`config.mk`:
```
export PLATFORM = sky130hd
export DESIGN_NAME = fcl_loader
export DESIGN_NICKNAME = d
export VERILOG_FILES = /design/src/core/fcl_fix_note.sv /design/src/core/fcl_pkg.sv /design/src/core/fcl_loader.sv
export SDC_FILE = /design/constraint.sdc
export NUM_CORES = 1
export LEC_CHECK = 0
export BUFFER_PORTS_ARGS = -buffer_cell sky130_fd_sc_hd__buf_2
export CAP_MARGIN = 40
export CELL_PAD_IN_SITES_DETAIL_PLACEMENT = 1
export CELL_PAD_IN_SITES_GLOBAL_PLACEMENT = 1
export CORE_UTILIZATION = 39
export CTS_CLUSTER_DIAMETER = 100
export DETAILED_ROUTE_END_ITERATION = 10
export PLACE_DENSITY = 0.68
export SLEW_MARGIN = 20
export SYNTH_ARGS = -nofsm -noshare
export SYNTH_HDL_FRONTEND = slang
export SYNTH_SLANG_ARGS = --single-unit
```
`constraint.sdc`:
```
create_clock -name clock -period 4.9 [get_ports clock]
set_input_delay 0.245 -clock clock [delete_from_list [all_inputs] [get_ports clock]]
set_output_delay 0.245 -clock clock [all_outputs]
set_load 0.05 [all_outputs]
```
`src/core/fcl_fix_note.sv`:
```
// no logic here; the whole loader sits in fcl_loader.sv

```
`src/core/fcl_pkg.sv`:
```
// constants shared by the configuration loader
package fcl_pkg;
    // ----------------------------------------------------------------
    // timing
    // ----------------------------------------------------------------
    localparam int CLK_PERIOD_NS = 20;
    localparam int WAKE_TIME_NS = 30000;
    localparam int WAKE_CYC = (WAKE_TIME_NS + CLK_PERIOD_NS - 1) / CLK_PERIOD_NS;
    localparam int SCK_DIV = 4;
    localparam int DUMMY_CLKS = 8;
    // ----------------------------------------------------------------
    // serial flash instructions
    // ----------------------------------------------------------------
    localparam logic [7:0] CMD_WAKE = 8'hab;
    localparam logic [7:0] CMD_READ_X1 = 8'h0b;
    localparam logic [7:0] CMD_READ_X2 = 8'h3b;
    localparam logic [7:0] CMD_READ_X4 = 8'h6b;
    localparam logic [23:0] READ_ADDR = 24'h000000;
    localparam int CMD_BITS = 32;
    localparam int WAKE_BITS = 8;
    // ----------------------------------------------------------------
    // mode and width straps
    // ----------------------------------------------------------------
    localparam logic [1:0] MODE_ACTIVE = 2'h0;
    localparam logic [1:0] MODE_PASSIVE = 2'h1;
    localparam logic [1:0] MODE_JTAG = 2'h2;
    localparam logic [2:0] WID_X1 = 3'h0;
    localparam logic [2:0] WID_X4 = 3'h2;
    localparam logic [2:0] WID_X32 = 3'h5;
    localparam int BIT_WORDS = 64;
    typedef enum {ST_IDLE, ST_WAKE, ST_GAP, ST_CMD, ST_DUMMY, ST_DATA, ST_STREAM, ST_DRAIN, ST_USER, ST_ERR} fcl_state_e;
endpackage

```
`src/core/fcl_loader.sv`:
```
// configuration loader: flash master, passive slave, jtag path, fifo
// Overview of operation
// RULE1: logic held off until memory fully loaded
// RULE2: modes active x1-x4, passive x1-x32, jtag x1
// RULE3: outside party holds reset low before release
// RULE4: active load starts on reset rising edge
// RULE5: active mode clocks flash from internal divider
// RULE6: first flash instruction is wake-up
// RULE7: wait 30 us, then fast read address zero
// RULE8: flash sends data only when read
// RULE9: passive mode: outside master drives clock, data
// RULE10: jtag mode loads bitstream through test port
// RULE11: one continuous read until bitstream complete
`timescale 1ns/100ps

// ----------------------------------------------------------------
// word fifo
// ----------------------------------------------------------------
module fcl_fifo #(
    parameter int WIDTH = 32,
    parameter int DEPTH = 4
) (
    input wire logic clock, // system clock
    input wire logic rstn, // async reset, active low
    input wire logic in_valid, // write request
    output logic in_ready, // space available
    input wire logic [WIDTH-1:0] in_data, // write word
    output logic out_valid, // word available
    input wire logic out_ready, // read accept
    output logic [WIDTH-1:0] out_data // read word
);
    localparam int AW = $clog2(DEPTH);
    logic [WIDTH-1:0] mem [DEPTH];
    logic [AW:0] wr_ff;
    logic [AW:0] rd_ff;
    wire full = (wr_ff[AW] != rd_ff[AW]) && (wr_ff[AW-1:0] == rd_ff[AW-1:0]);
    wire empty = (wr_ff == rd_ff);
    wire do_wr = in_valid && !full;
    wire do_rd = out_valid && out_ready;
    assign in_ready = !full;
    assign out_valid = !empty;
    assign out_data = mem[rd_ff[AW-1:0]];
    // storage
    always_ff @(posedge clock) begin
        if (do_wr) begin
            mem[wr_ff[AW-1:0]] <= in_data;
        end
    end
    // pointers
    always_ff @(posedge clock or negedge rstn) begin
        if (!rstn) begin
            wr_ff <= '0;
            rd_ff <= '0;
        end else begin
            if (do_wr) wr_ff <= wr_ff + 1'b1;
            if (do_rd) rd_ff <= rd_ff + 1'b1;
        end
    end
endmodule

// ----------------------------------------------------------------
// loader top
// ----------------------------------------------------------------
module fcl_loader #(
    parameter int WORDS = fcl_pkg::BIT_WORDS,
    parameter int FIFO_DEPTH = 4
) (
    input wire logic clock, // 50 MHz system clock
    input wire logic rstn, // async reset, active low
    input wire logic config_reset_low, // configuration reset pin
    input wire logic [1:0] mode_sel, // mode strap pins
    input wire logic [2:0] width_sel, // width strap pins
    output logic spi_sck, // flash clock
    output logic spi_cs_n, // flash select, active low
    output logic [3:0] spi_io_out, // flash data lanes out
    output logic [3:0] spi_io_oe, // flash lane drive enables
    input wire logic [3:0] spi_io_in, // flash data lanes in
    input wire logic pas_clk, // passive clock from master
    input wire logic pas_cs_n, // passive select, active low
    input wire logic [31:0] pas_data, // passive data bus
    output logic pas_busy, // passive back-pressure
    input wire logic jtag_tck, // test clock
    input wire logic jtag_cfg_en, // test port load enable
    input wire logic jtag_tdi, // test data in
    output logic [31:0] cm_wdata, // configuration_memory word
    output logic cm_wvalid, // configuration_memory write
    input wire logic cm_wready, // configuration_memory accept
    output logic user_mode, // normal operation enabled
    output logic cfg_error // illegal mode or width strap, or overrun
);
    import fcl_pkg::*;

    // beats per 32-bit word for a width code
    function automatic logic [5:0] beats_per_word(input logic [2:0] code);
        beats_per_word = 6'h20 >> code;
    endfunction

    // shift a beat into the assembly word
    function automatic logic [31:0] shift_in(input logic [31:0] acc, input logic [31:0] d, input logic [2:0] code);
        case (code)
            3'h0: shift_in = {acc[30:0], d[0]};
            3'h1: shift_in = {acc[29:0], d[1:0]};
            3'h2: shift_in = {acc[27:0], d[3:0]};
            3'h3: shift_in = {acc[23:0], d[7:0]};
            3'h4: shift_in = {acc[15:0], d[15:0]};
            default: shift_in = d;
        endcase
    endfunction

    // ----------------------------------------------------------------
    // pin synchronisers
    // ----------------------------------------------------------------
    logic [46:0] sync1_ff;
    logic [46:0] sync2_ff;
    logic cr_d_ff;
    logic pclk_d_ff;
    logic tck_d_ff;
    wire [46:0] pins = {config_reset_low, mode_sel, width_sel, spi_io_in, pas_clk, pas_cs_n, pas_data,
                        jtag_tck, jtag_cfg_en, jtag_tdi};
    wire cr_s = sync2_ff[46];
    wire [1:0] mode_s = sync2_ff[45:44];
    wire [2:0] width_s = sync2_ff[43:41];
    wire [3:0] io_s = sync2_ff[40:37];
    wire pclk_s = sync2_ff[36];
    wire pcs_n_s = sync2_ff[35];
    wire [31:0] pdata_s = sync2_ff[34:3];
    wire tck_sy = sync2_ff[2];
    wire ten_sy = sync2_ff[1];
    wire tdi_sy = sync2_ff[0];
    always_ff @(posedge clock or negedge rstn) begin
        if (!rstn) begin
            sync1_ff <= '0;
            sync2_ff <= '0;
            cr_d_ff <= 1'b0;
            pclk_d_ff <= 1'b0;
            tck_d_ff <= 1'b0;
        end else begin
            sync1_ff <= pins;
            sync2_ff <= sync1_ff;
            cr_d_ff <= cr_s;
            pclk_d_ff <= pclk_s;
            tck_d_ff <= tck_sy;
        end
    end
    wire cr_rise = cr_s && !cr_d_ff;
    wire pclk_rise = pclk_s && !pclk_d_ff;
    wire tck_rise = tck_sy && !tck_d_ff;

    // ----------------------------------------------------------------
    // control registers
    // ----------------------------------------------------------------
    fcl_state_e state_ff;
    fcl_state_e nxt_state;
    logic [1:0] mode_ff;
    logic [2:0] wcode_ff;
    logic [$clog2(SCK_DIV)-1:0] div_ff;
    logic [15:0] wait_ff;
    logic [5:0] bit_ff;
    logic [5:0] beat_ff;
    logic [31:0] tx_sr_ff;
    logic [31:0] asm_ff;
    logic word_vld_ff;
    logic [15:0] rx_cnt_ff;
    logic [15:0] cm_cnt_ff;
    logic sck_ff;
    logic cs_n_ff;
    logic [3:0] oe_ff;
    logic wvalid_ff;
    logic [31:0] wdata_ff;
    logic user_ff;
    logic err_ff;
    logic busy_ff;
    logic fifo_in_ready;
    logic fifo_out_valid;
    logic [31:0] fifo_out_data;

    // strap decode and legal widths
    wire width_ok = (mode_s == MODE_ACTIVE) ? (width_s <= WID_X4) :
                    (mode_s == MODE_PASSIVE) ? (width_s <= WID_X32) :
                    (mode_s == MODE_JTAG) ? (width_s == WID_X1) : 1'b0; // RULE2
    wire [7:0] read_cmd = (wcode_ff == 3'h0) ? CMD_READ_X1 : (wcode_ff == 3'h1) ? CMD_READ_X2 : CMD_READ_X4;
    wire sck_state = (state_ff == ST_WAKE) || (state_ff == ST_CMD) || (state_ff == ST_DUMMY) ||
                     (state_ff == ST_DATA);
    wire stall = word_vld_ff && !fifo_in_ready;
    wire tick = sck_state && !stall && (div_ff == ($clog2(SCK_DIV))'(SCK_DIV - 1)); // RULE5
    wire fall_tick = tick && sck_ff;
    wire phase_end_wake = fall_tick && (bit_ff == 6'(WAKE_BITS - 1));
    wire phase_end_cmd = fall_tick && (bit_ff == 6'(CMD_BITS - 1));
    wire phase_end_dummy = fall_tick && (bit_ff == 6'(DUMMY_CLKS - 1));
    wire [31:0] act_lanes = (wcode_ff == 3'h0) ? {31'h0, io_s[1]} : {28'h0, io_s};
    wire act_beat = (state_ff == ST_DATA) && fall_tick; // RULE8
    wire pas_beat = (state_ff == ST_STREAM) && (mode_ff == MODE_PASSIVE) && pclk_rise && !pcs_n_s; // RULE9
    wire jtg_beat = (state_ff == ST_STREAM) && (mode_ff == MODE_JTAG) && tck_rise && ten_sy; // RULE10
    wire beat = act_beat || pas_beat || jtg_beat;
    wire [31:0] beat_data = act_beat ? act_lanes : jtg_beat ? {31'h0, tdi_sy} : pdata_s;
    wire word_done = beat && (beat_ff == beats_per_word(wcode_ff) - 6'h1);
    wire last_word = word_done && (rx_cnt_ff == 16'(WORDS - 1));
    wire overrun = word_done && stall;
    wire cm_take = !wvalid_ff || cm_wready;
    wire all_written = (cm_cnt_ff == 16'(WORDS));

    // next state
    always_comb begin
        nxt_state = state_ff;
        case (state_ff)
            ST_IDLE: begin
                if (cr_rise) begin
                    if (!width_ok) nxt_state = ST_ERR;
                    else if (mode_s == MODE_ACTIVE) nxt_state = ST_WAKE; // RULE4
                    else nxt_state = ST_STREAM;
                end
            end
            ST_WAKE: if (phase_end_wake) nxt_state = ST_GAP; // RULE6
            ST_GAP: if (wait_ff == 16'(WAKE_CYC - 1)) nxt_state = ST_CMD; // RULE7
            ST_CMD: if (phase_end_cmd) nxt_state = ST_DUMMY;
            ST_DUMMY: if (phase_end_dummy) nxt_state = ST_DATA;
            ST_DATA: if (last_word) nxt_state = ST_DRAIN; // RULE11
            ST_STREAM: if (last_word) nxt_state = ST_DRAIN;
            ST_DRAIN: if (all_written) nxt_state = ST_USER; // RULE1
            ST_USER: nxt_state = ST_USER;
            ST_ERR: nxt_state = ST_ERR;
            default: nxt_state = ST_IDLE;
        endcase
        if (overrun) nxt_state = ST_ERR;
        if (!cr_s) nxt_state = ST_IDLE;
    end

    // state, straps and error flag
    always_ff @(posedge clock or negedge rstn) begin
        if (!rstn) begin
            state_ff <= ST_IDLE;
            mode_ff <= MODE_ACTIVE;
            wcode_ff <= WID_X1;
            err_ff <= 1'b0;
            user_ff <= 1'b0;
        end else begin
            state_ff <= nxt_state;
            if (state_ff == ST_IDLE && cr_rise) begin
                mode_ff <= mode_s;
                wcode_ff <= width_s;
            end
            err_ff <= (nxt_state == ST_ERR);
            user_ff <= (nxt_state == ST_USER); // RULE1
        end
    end

    // internal flash clock divider and bit counter
    always_ff @(posedge clock or negedge rstn) begin
        if (!rstn) begin
            div_ff <= '0;
            sck_ff <= 1'b0;
            bit_ff <= '0;
            wait_ff <= '0;
        end else begin
            if (!sck_state || state_ff != nxt_state) begin
                div_ff <= '0;
                sck_ff <= 1'b0;
                bit_ff <= '0;
            end else if (tick) begin
                div_ff <= '0;
                sck_ff <= !sck_ff; // RULE5
                if (sck_ff) bit_ff <= bit_ff + 6'h1;
            end else if (!stall) begin
                div_ff <= div_ff + 1'b1;
            end
            wait_ff <= (state_ff == ST_GAP) ? wait_ff + 16'h1 : '0;
        end
    end

    // flash select, command shifter and lane enables
    always_ff @(posedge clock or negedge rstn) begin
        if (!rstn) begin
            cs_n_ff <= 1'b1;
            tx_sr_ff <= '0;
            oe_ff <= '0;
        end else begin
            if (state_ff == ST_IDLE && nxt_state == ST_WAKE) begin
                cs_n_ff <= 1'b0;
                tx_sr_ff <= {CMD_WAKE, 24'h000000}; // RULE6
                oe_ff <= 4'h1;
            end else if (state_ff == ST_GAP && nxt_state == ST_CMD) begin
                cs_n_ff <= 1'b0;
                tx_sr_ff <= {read_cmd, READ_ADDR}; // RULE7
                oe_ff <= 4'h1;
            end else if (nxt_state == ST_DUMMY || nxt_state == ST_DATA) begin
                oe_ff <= '0;
                cs_n_ff <= 1'b0; // RULE11
            end else if (nxt_state != ST_WAKE && nxt_state != ST_CMD) begin
                cs_n_ff <= 1'b1;
                oe_ff <= '0;
            end
            if (fall_tick && (state_ff == ST_WAKE || state_ff == ST_CMD)) begin
                tx_sr_ff <= {tx_sr_ff[30:0], 1'b0};
            end
        end
    end

    // word assembly and counters
    always_ff @(posedge clock or negedge rstn) begin
        if (!rstn) begin
            asm_ff <= '0;
            beat_ff <= '0;
            word_vld_ff <= 1'b0;
            rx_cnt_ff <= '0;
        end else begin
            if (beat) begin
                asm_ff <= shift_in(asm_ff, beat_data, wcode_ff);
                beat_ff <= word_done ? 6'h0 : beat_ff + 6'h1;
            end
            // a cut load leaves no partial word behind
            if (state_ff == ST_IDLE) beat_ff <= '0;
            if (word_done) word_vld_ff <= 1'b1;
            else if (fifo_in_ready) word_vld_ff <= 1'b0;
            if (state_ff == ST_IDLE) rx_cnt_ff <= '0;
            else if (word_done) rx_cnt_ff <= rx_cnt_ff + 16'h1;
        end
    end

    fcl_fifo #(
        .WIDTH(32),
        .DEPTH(FIFO_DEPTH)
    ) u_fifo (
        .clock(clock),
        .rstn(rstn),
        .in_valid(word_vld_ff),
        .in_ready(fifo_in_ready),
        .in_data(asm_ff),
        .out_valid(fifo_out_valid),
        .out_ready(cm_take),
        .out_data(fifo_out_data)
    );

    // configuration memory write stage
    always_ff @(posedge clock or negedge rstn) begin
        if (!rstn) begin
            wvalid_ff <= 1'b0;
            wdata_ff <= '0;
            cm_cnt_ff <= '0;
            busy_ff <= 1'b0;
        end else begin
            if (cm_take) begin
                wvalid_ff <= fifo_out_valid;
                wdata_ff <= fifo_out_data;
            end
            if (state_ff == ST_IDLE) cm_cnt_ff <= '0;
            else if (wvalid_ff && cm_wready) cm_cnt_ff <= cm_cnt_ff + 16'h1;
            busy_ff <= !fifo_in_ready;
        end
    end

    assign spi_sck = sck_ff;
    assign spi_cs_n = cs_n_ff;
    assign spi_io_out = {3'h0, tx_sr_ff[31]};
    assign spi_io_oe = oe_ff;
    assign pas_busy = busy_ff;
    assign cm_wdata = wdata_ff;
    assign cm_wvalid = wvalid_ff;
    assign user_mode = user_ff;
    assign cfg_error = err_ff;
endmodule

```
==> summary.md <==
| Metric | Value |
|---|---|
| Relative slew slack | around two fifths |
| Largest net degree at the start of global routing | 125 |
| Count leader, synth | dfrtp_1 |
| Fmax achieved | 263.1 MHz |
| CP Capture Type | register |
| HP Class | in -> async |
| Pwr/cell area | ~370 nW/um^2 |
| TNS Setup | 0 ns |
| Post-route ant nets | 0 |
| Internal reg-to-reg setup slack | about 1.1 ns |
| Main synth FF type | dfrtp_1 |
| Cells resized by post-CTS repair | 0 |
| Required time of the critical path | 5.36 ns |
| Critical-path top delay cell | nor2b_1 |
| Peak supply drop | 0.0002907 V |
| Max stage delay on crit path | 0.69 ns |
| CTS Buf Count | 43 |
| Filler-free cell count of the finished design | 1,991 |
| Placed Instances | 1,864 |
| Max Cap Violations | 0 |
| Layout cells sized above 1 | 19.63% |
| WL final | between 30 and 40 mm |
| Largest family of logic cells by synthesized area | simple AND/OR/NAND/NOR gates |
| Vias in the first global route | 11,440 |
| Post-synthesis mux area share | 9.147% |
| First-pass GRT wire length | 63.36 mm |
| Final Cell Area | slightly below 20,000 sq um |
| Initial antenna violation count | 0 |
| Setup Skew | 0.02083 ns |
| Vias | 10,620 |
| Root Buffer | clkbuf_16 |
| Simple-Gate Fraction of Synth Area | 11.42% |
| CTS tree | built |
| Final Hold Fails | 0 |
| Clk slew on worst S/H paths | 0.06 ns |
| Min Hold Slack | 0.3039 ns |
| Top cells by area, synth | dfrtp_1 42%, edfxtp_1 23%, mux4_2 5.4% |
| Seq/Total Area, Yosys | roughly 65% |
| Synth cell types | 80 |
| CTS Sinks | 410 |
| Routability cong. | 0.8415 |
| Number of synthesized register bits | 410 |
| FF-to-FF Start | wcode_ff[0] |
| CTS max path bufs | 3 |
| R2R Path End | tx_sr_ff[29] |
| Die extent in y | 209.0 microns |
| Mapped cell area | between 15,000 and 20,000 sq um |
| Worst-path cell chain | nor2b_1 -> a31oi_1 -> nor4_1 -> and3_1 -> a311oi_1 -> nor3b_2 -> mux2i_1 -> nor2_4 -> o31a_1 |
| Gr ovfl total | 0 |
| Drt wl/cell | around 20 microns |
| Buf/Inv on CP | 0 |
| Clk_lat worst skew | 0.58 ns |
| Final period util | 77.55% |
| Total Nets Final | 1,482 |
| XOR/XNOR share of the synthesized area | between 3 and 4% |
| RSZ-0062 raised after global routing | no |
| Initial DRC Count | 589 |
| # rows | between 70 and 80 |
| Min Tclk post-route | 3.800 ns |
| Area leader, netlist | dfrtp_1 |
| Crit path max-delay family | simple AND/OR/NAND/NOR gates |
| Port Buffer Count | 89 |
| Combinational share of power | about 8% |
| H-tree levels | 2 |
| DRC | 0 |
| Syn-to-layout area delta | 17.83% |
| Worst endpoint data arrival time | 4.26 ns |
| Area post-placement | 17,890 sq um |
| Adder and majority gate portion of the synthesized area | 0.9731% |
| CP Class | reg -> reg |
| Switch share | approximately 24% |
| Clock network fraction of design power | between 40% and 50% |
| Worst-path maximum fanout | 22 |
| Yosys warnings | 0 |
| Worst R2R Path Depth | 9 |
| Die W | 209.0 microns |
| Yosys top cell area share | about 42% |
| Synth Area per Inst | around 13 sq um |
| Overall global routing resource usage | a little under a fifth |
| Inserted Diodes | 0 |
| Final setup fails | 0 |
| Tightest Pin Transition | 0.8951 ns |
| Ys async rst share | 68.78% |
| Max Slew Vio Count | 0 |
| Post-synthesis compound-gate area fraction | roughly 8% |
| Status | finished, final reports clean |
| Internal Power | 0.005542 W |
| Post-DP HPWL | between 20 and 30 mm |
| Gate Count Post-Synth | 1,243 |
| Most frequent cells after synthesis | 281 x dfrtp_1, 128 x edfxtp_1, 128 x nor2_1 |
| # fillers | 4,276 |
| Initial Util | 39.67% |
| Switching power | 0.001780 W |
| I/O Pins | 96 |
| EDFF count, synth | 128 |
| Vias per cell | 5.331 |
| CP Launch Type | register |
| Cell leakage power | 7.323 nW |
| Total iterations of the first detailed-routing run | 5 |
| Core area | 42,130 sq um |
| Flop pwr share | about half |
| Die area | around 44,000 sq um |
[worst max path at each step]
stage | from | cells past startpoint | slack, ns | to
after floorplan | wcode_ff[2] | 14 | 1.27 | tx_sr_ff[29]
after global placement | wcode_ff[0] | 9 | 1.34 | tx_sr_ff[29]
after detailed placement | wcode_ff[0] | 9 | 1.18 | tx_sr_ff[29]
after CTS | wcode_ff[0] | 9 | 1.15 | tx_sr_ff[29]
after global routing | wcode_ff[0] | 9 | 0.75 | tx_sr_ff[29]
final | wcode_ff[0] | 9 | 1.10 | tx_sr_ff[29]
[flip-flops by register name (all words and copies together), names as in the netlist, 2 cells and up]
name          cells
u_fifo.wr_ff      3
rx_cnt_ff        16
u_fifo.rd_ff      3
beat_ff           6
bit_ff            6
sync1_ff         47
state_ff         32
u_fifo.mem      128
wait_ff          16
tx_sr_ff          8
asm_ff           32
div_ff            2
cm_wdata         32
sync2_ff         47
cm_cnt_ff        16
mode_ff           2
wcode_ff          3
[metal layers]
metal	part of all wire [%]	track usage, %
met1	45	25.05
met5	0	0
met2	48	29.99
met4	2.3	6.060
met3	4.1	3.276
[area by class of cell]
| class | instances | area (sq um) | area share, % |
|---|---|---|---|
| inverter | 24 | 90.09 | 0.4574 |
| clock inverter | 23 | 168.9 | 0.8576 |
| multi-input combinational | 782 | 5599 | 28.43 |
| clock buffer | 55 | 1151 | 5.844 |
| tap | 539 | 674.4 | 3.424 |
| timing repair buffer | 158 | 1109 | 5.628 |
| sequential | 410 | 10900 | 55.36 |
[logic make-up (layout without fill, tap and decap cells)]
logic type / count (synthesis) / after routing
AOI/OAI and AO/OA: 197 / 197
muxes: 98 / 98
other: 1 / 34
adders and majority gates: 13 / 13
DFF: 410 / 410
xor gates and xnor gates: 62 / 62
buffers and inverters: 84 / 260
and+or+nand+nor: 378 / 378
[worst register-to-register path, stage by stage (launching register included)]
cell      delay, ns
dfrtp_2        0.68
nor2b_1        0.69
a31oi_1        0.18
nor4_1         0.40
and3_1         0.32
a311oi_1       0.16
nor3b_2        0.44
mux2i_1        0.45
nor2_4         0.13
o31a_1         0.25
[power by group through the flow]
stage	sequential, W	clock, W	combinational, W
global route	0.00370	0.00327	0.000652
floorplan	0.00374	0	0.000389
finish	0.00369	0.00305	0.000584
global placement	0.00375	0	0.000560
detailed placement	0.00375	0	0.000572
CTS	0.00369	0.00316	0.000604
[layout by cell type, fill, tap and decap left out, drive strengths merged, types with 8 or more instances in the layout]
cell         instances
dfrtp              281
nor2               130
edfxtp             128
buf                109
nand2               74
a21oi               74
clkbuf              55
dlygate4sd3         49
nand3               42
mux4                40
mux2                38
o21ai               35
conb                34
xnor2               33
xor2                29
inv                 25
clkinv              21
mux2i               20
and3                18
nand4               18
a22oi               17
nor4                15
nor3                15
ha                  13
o22ai               12
or3                 11
nor2b                8
nor3b                8
[through the flow]
step           setup slack, ns  utilization [%]  total power [W]
2_1_floorplan            1.272                -         0.004131
3_3_place_gp             1.339            42.40         0.004308
3_5_place_dp             1.180            42.45         0.004323
4_1_cts                  1.146            46.75         0.007446
5_1_grt                 0.7464            46.75         0.007619
6_report                 1.100            46.75         0.007322
[repair_timing]
item | 4_1_cts | 5_1_grt
hold buffers | 49 | 0
buffers inserted | 0 | 0
endpoints found under the hold margin | 153 | 0
Power figures use the tool's default switching activity.
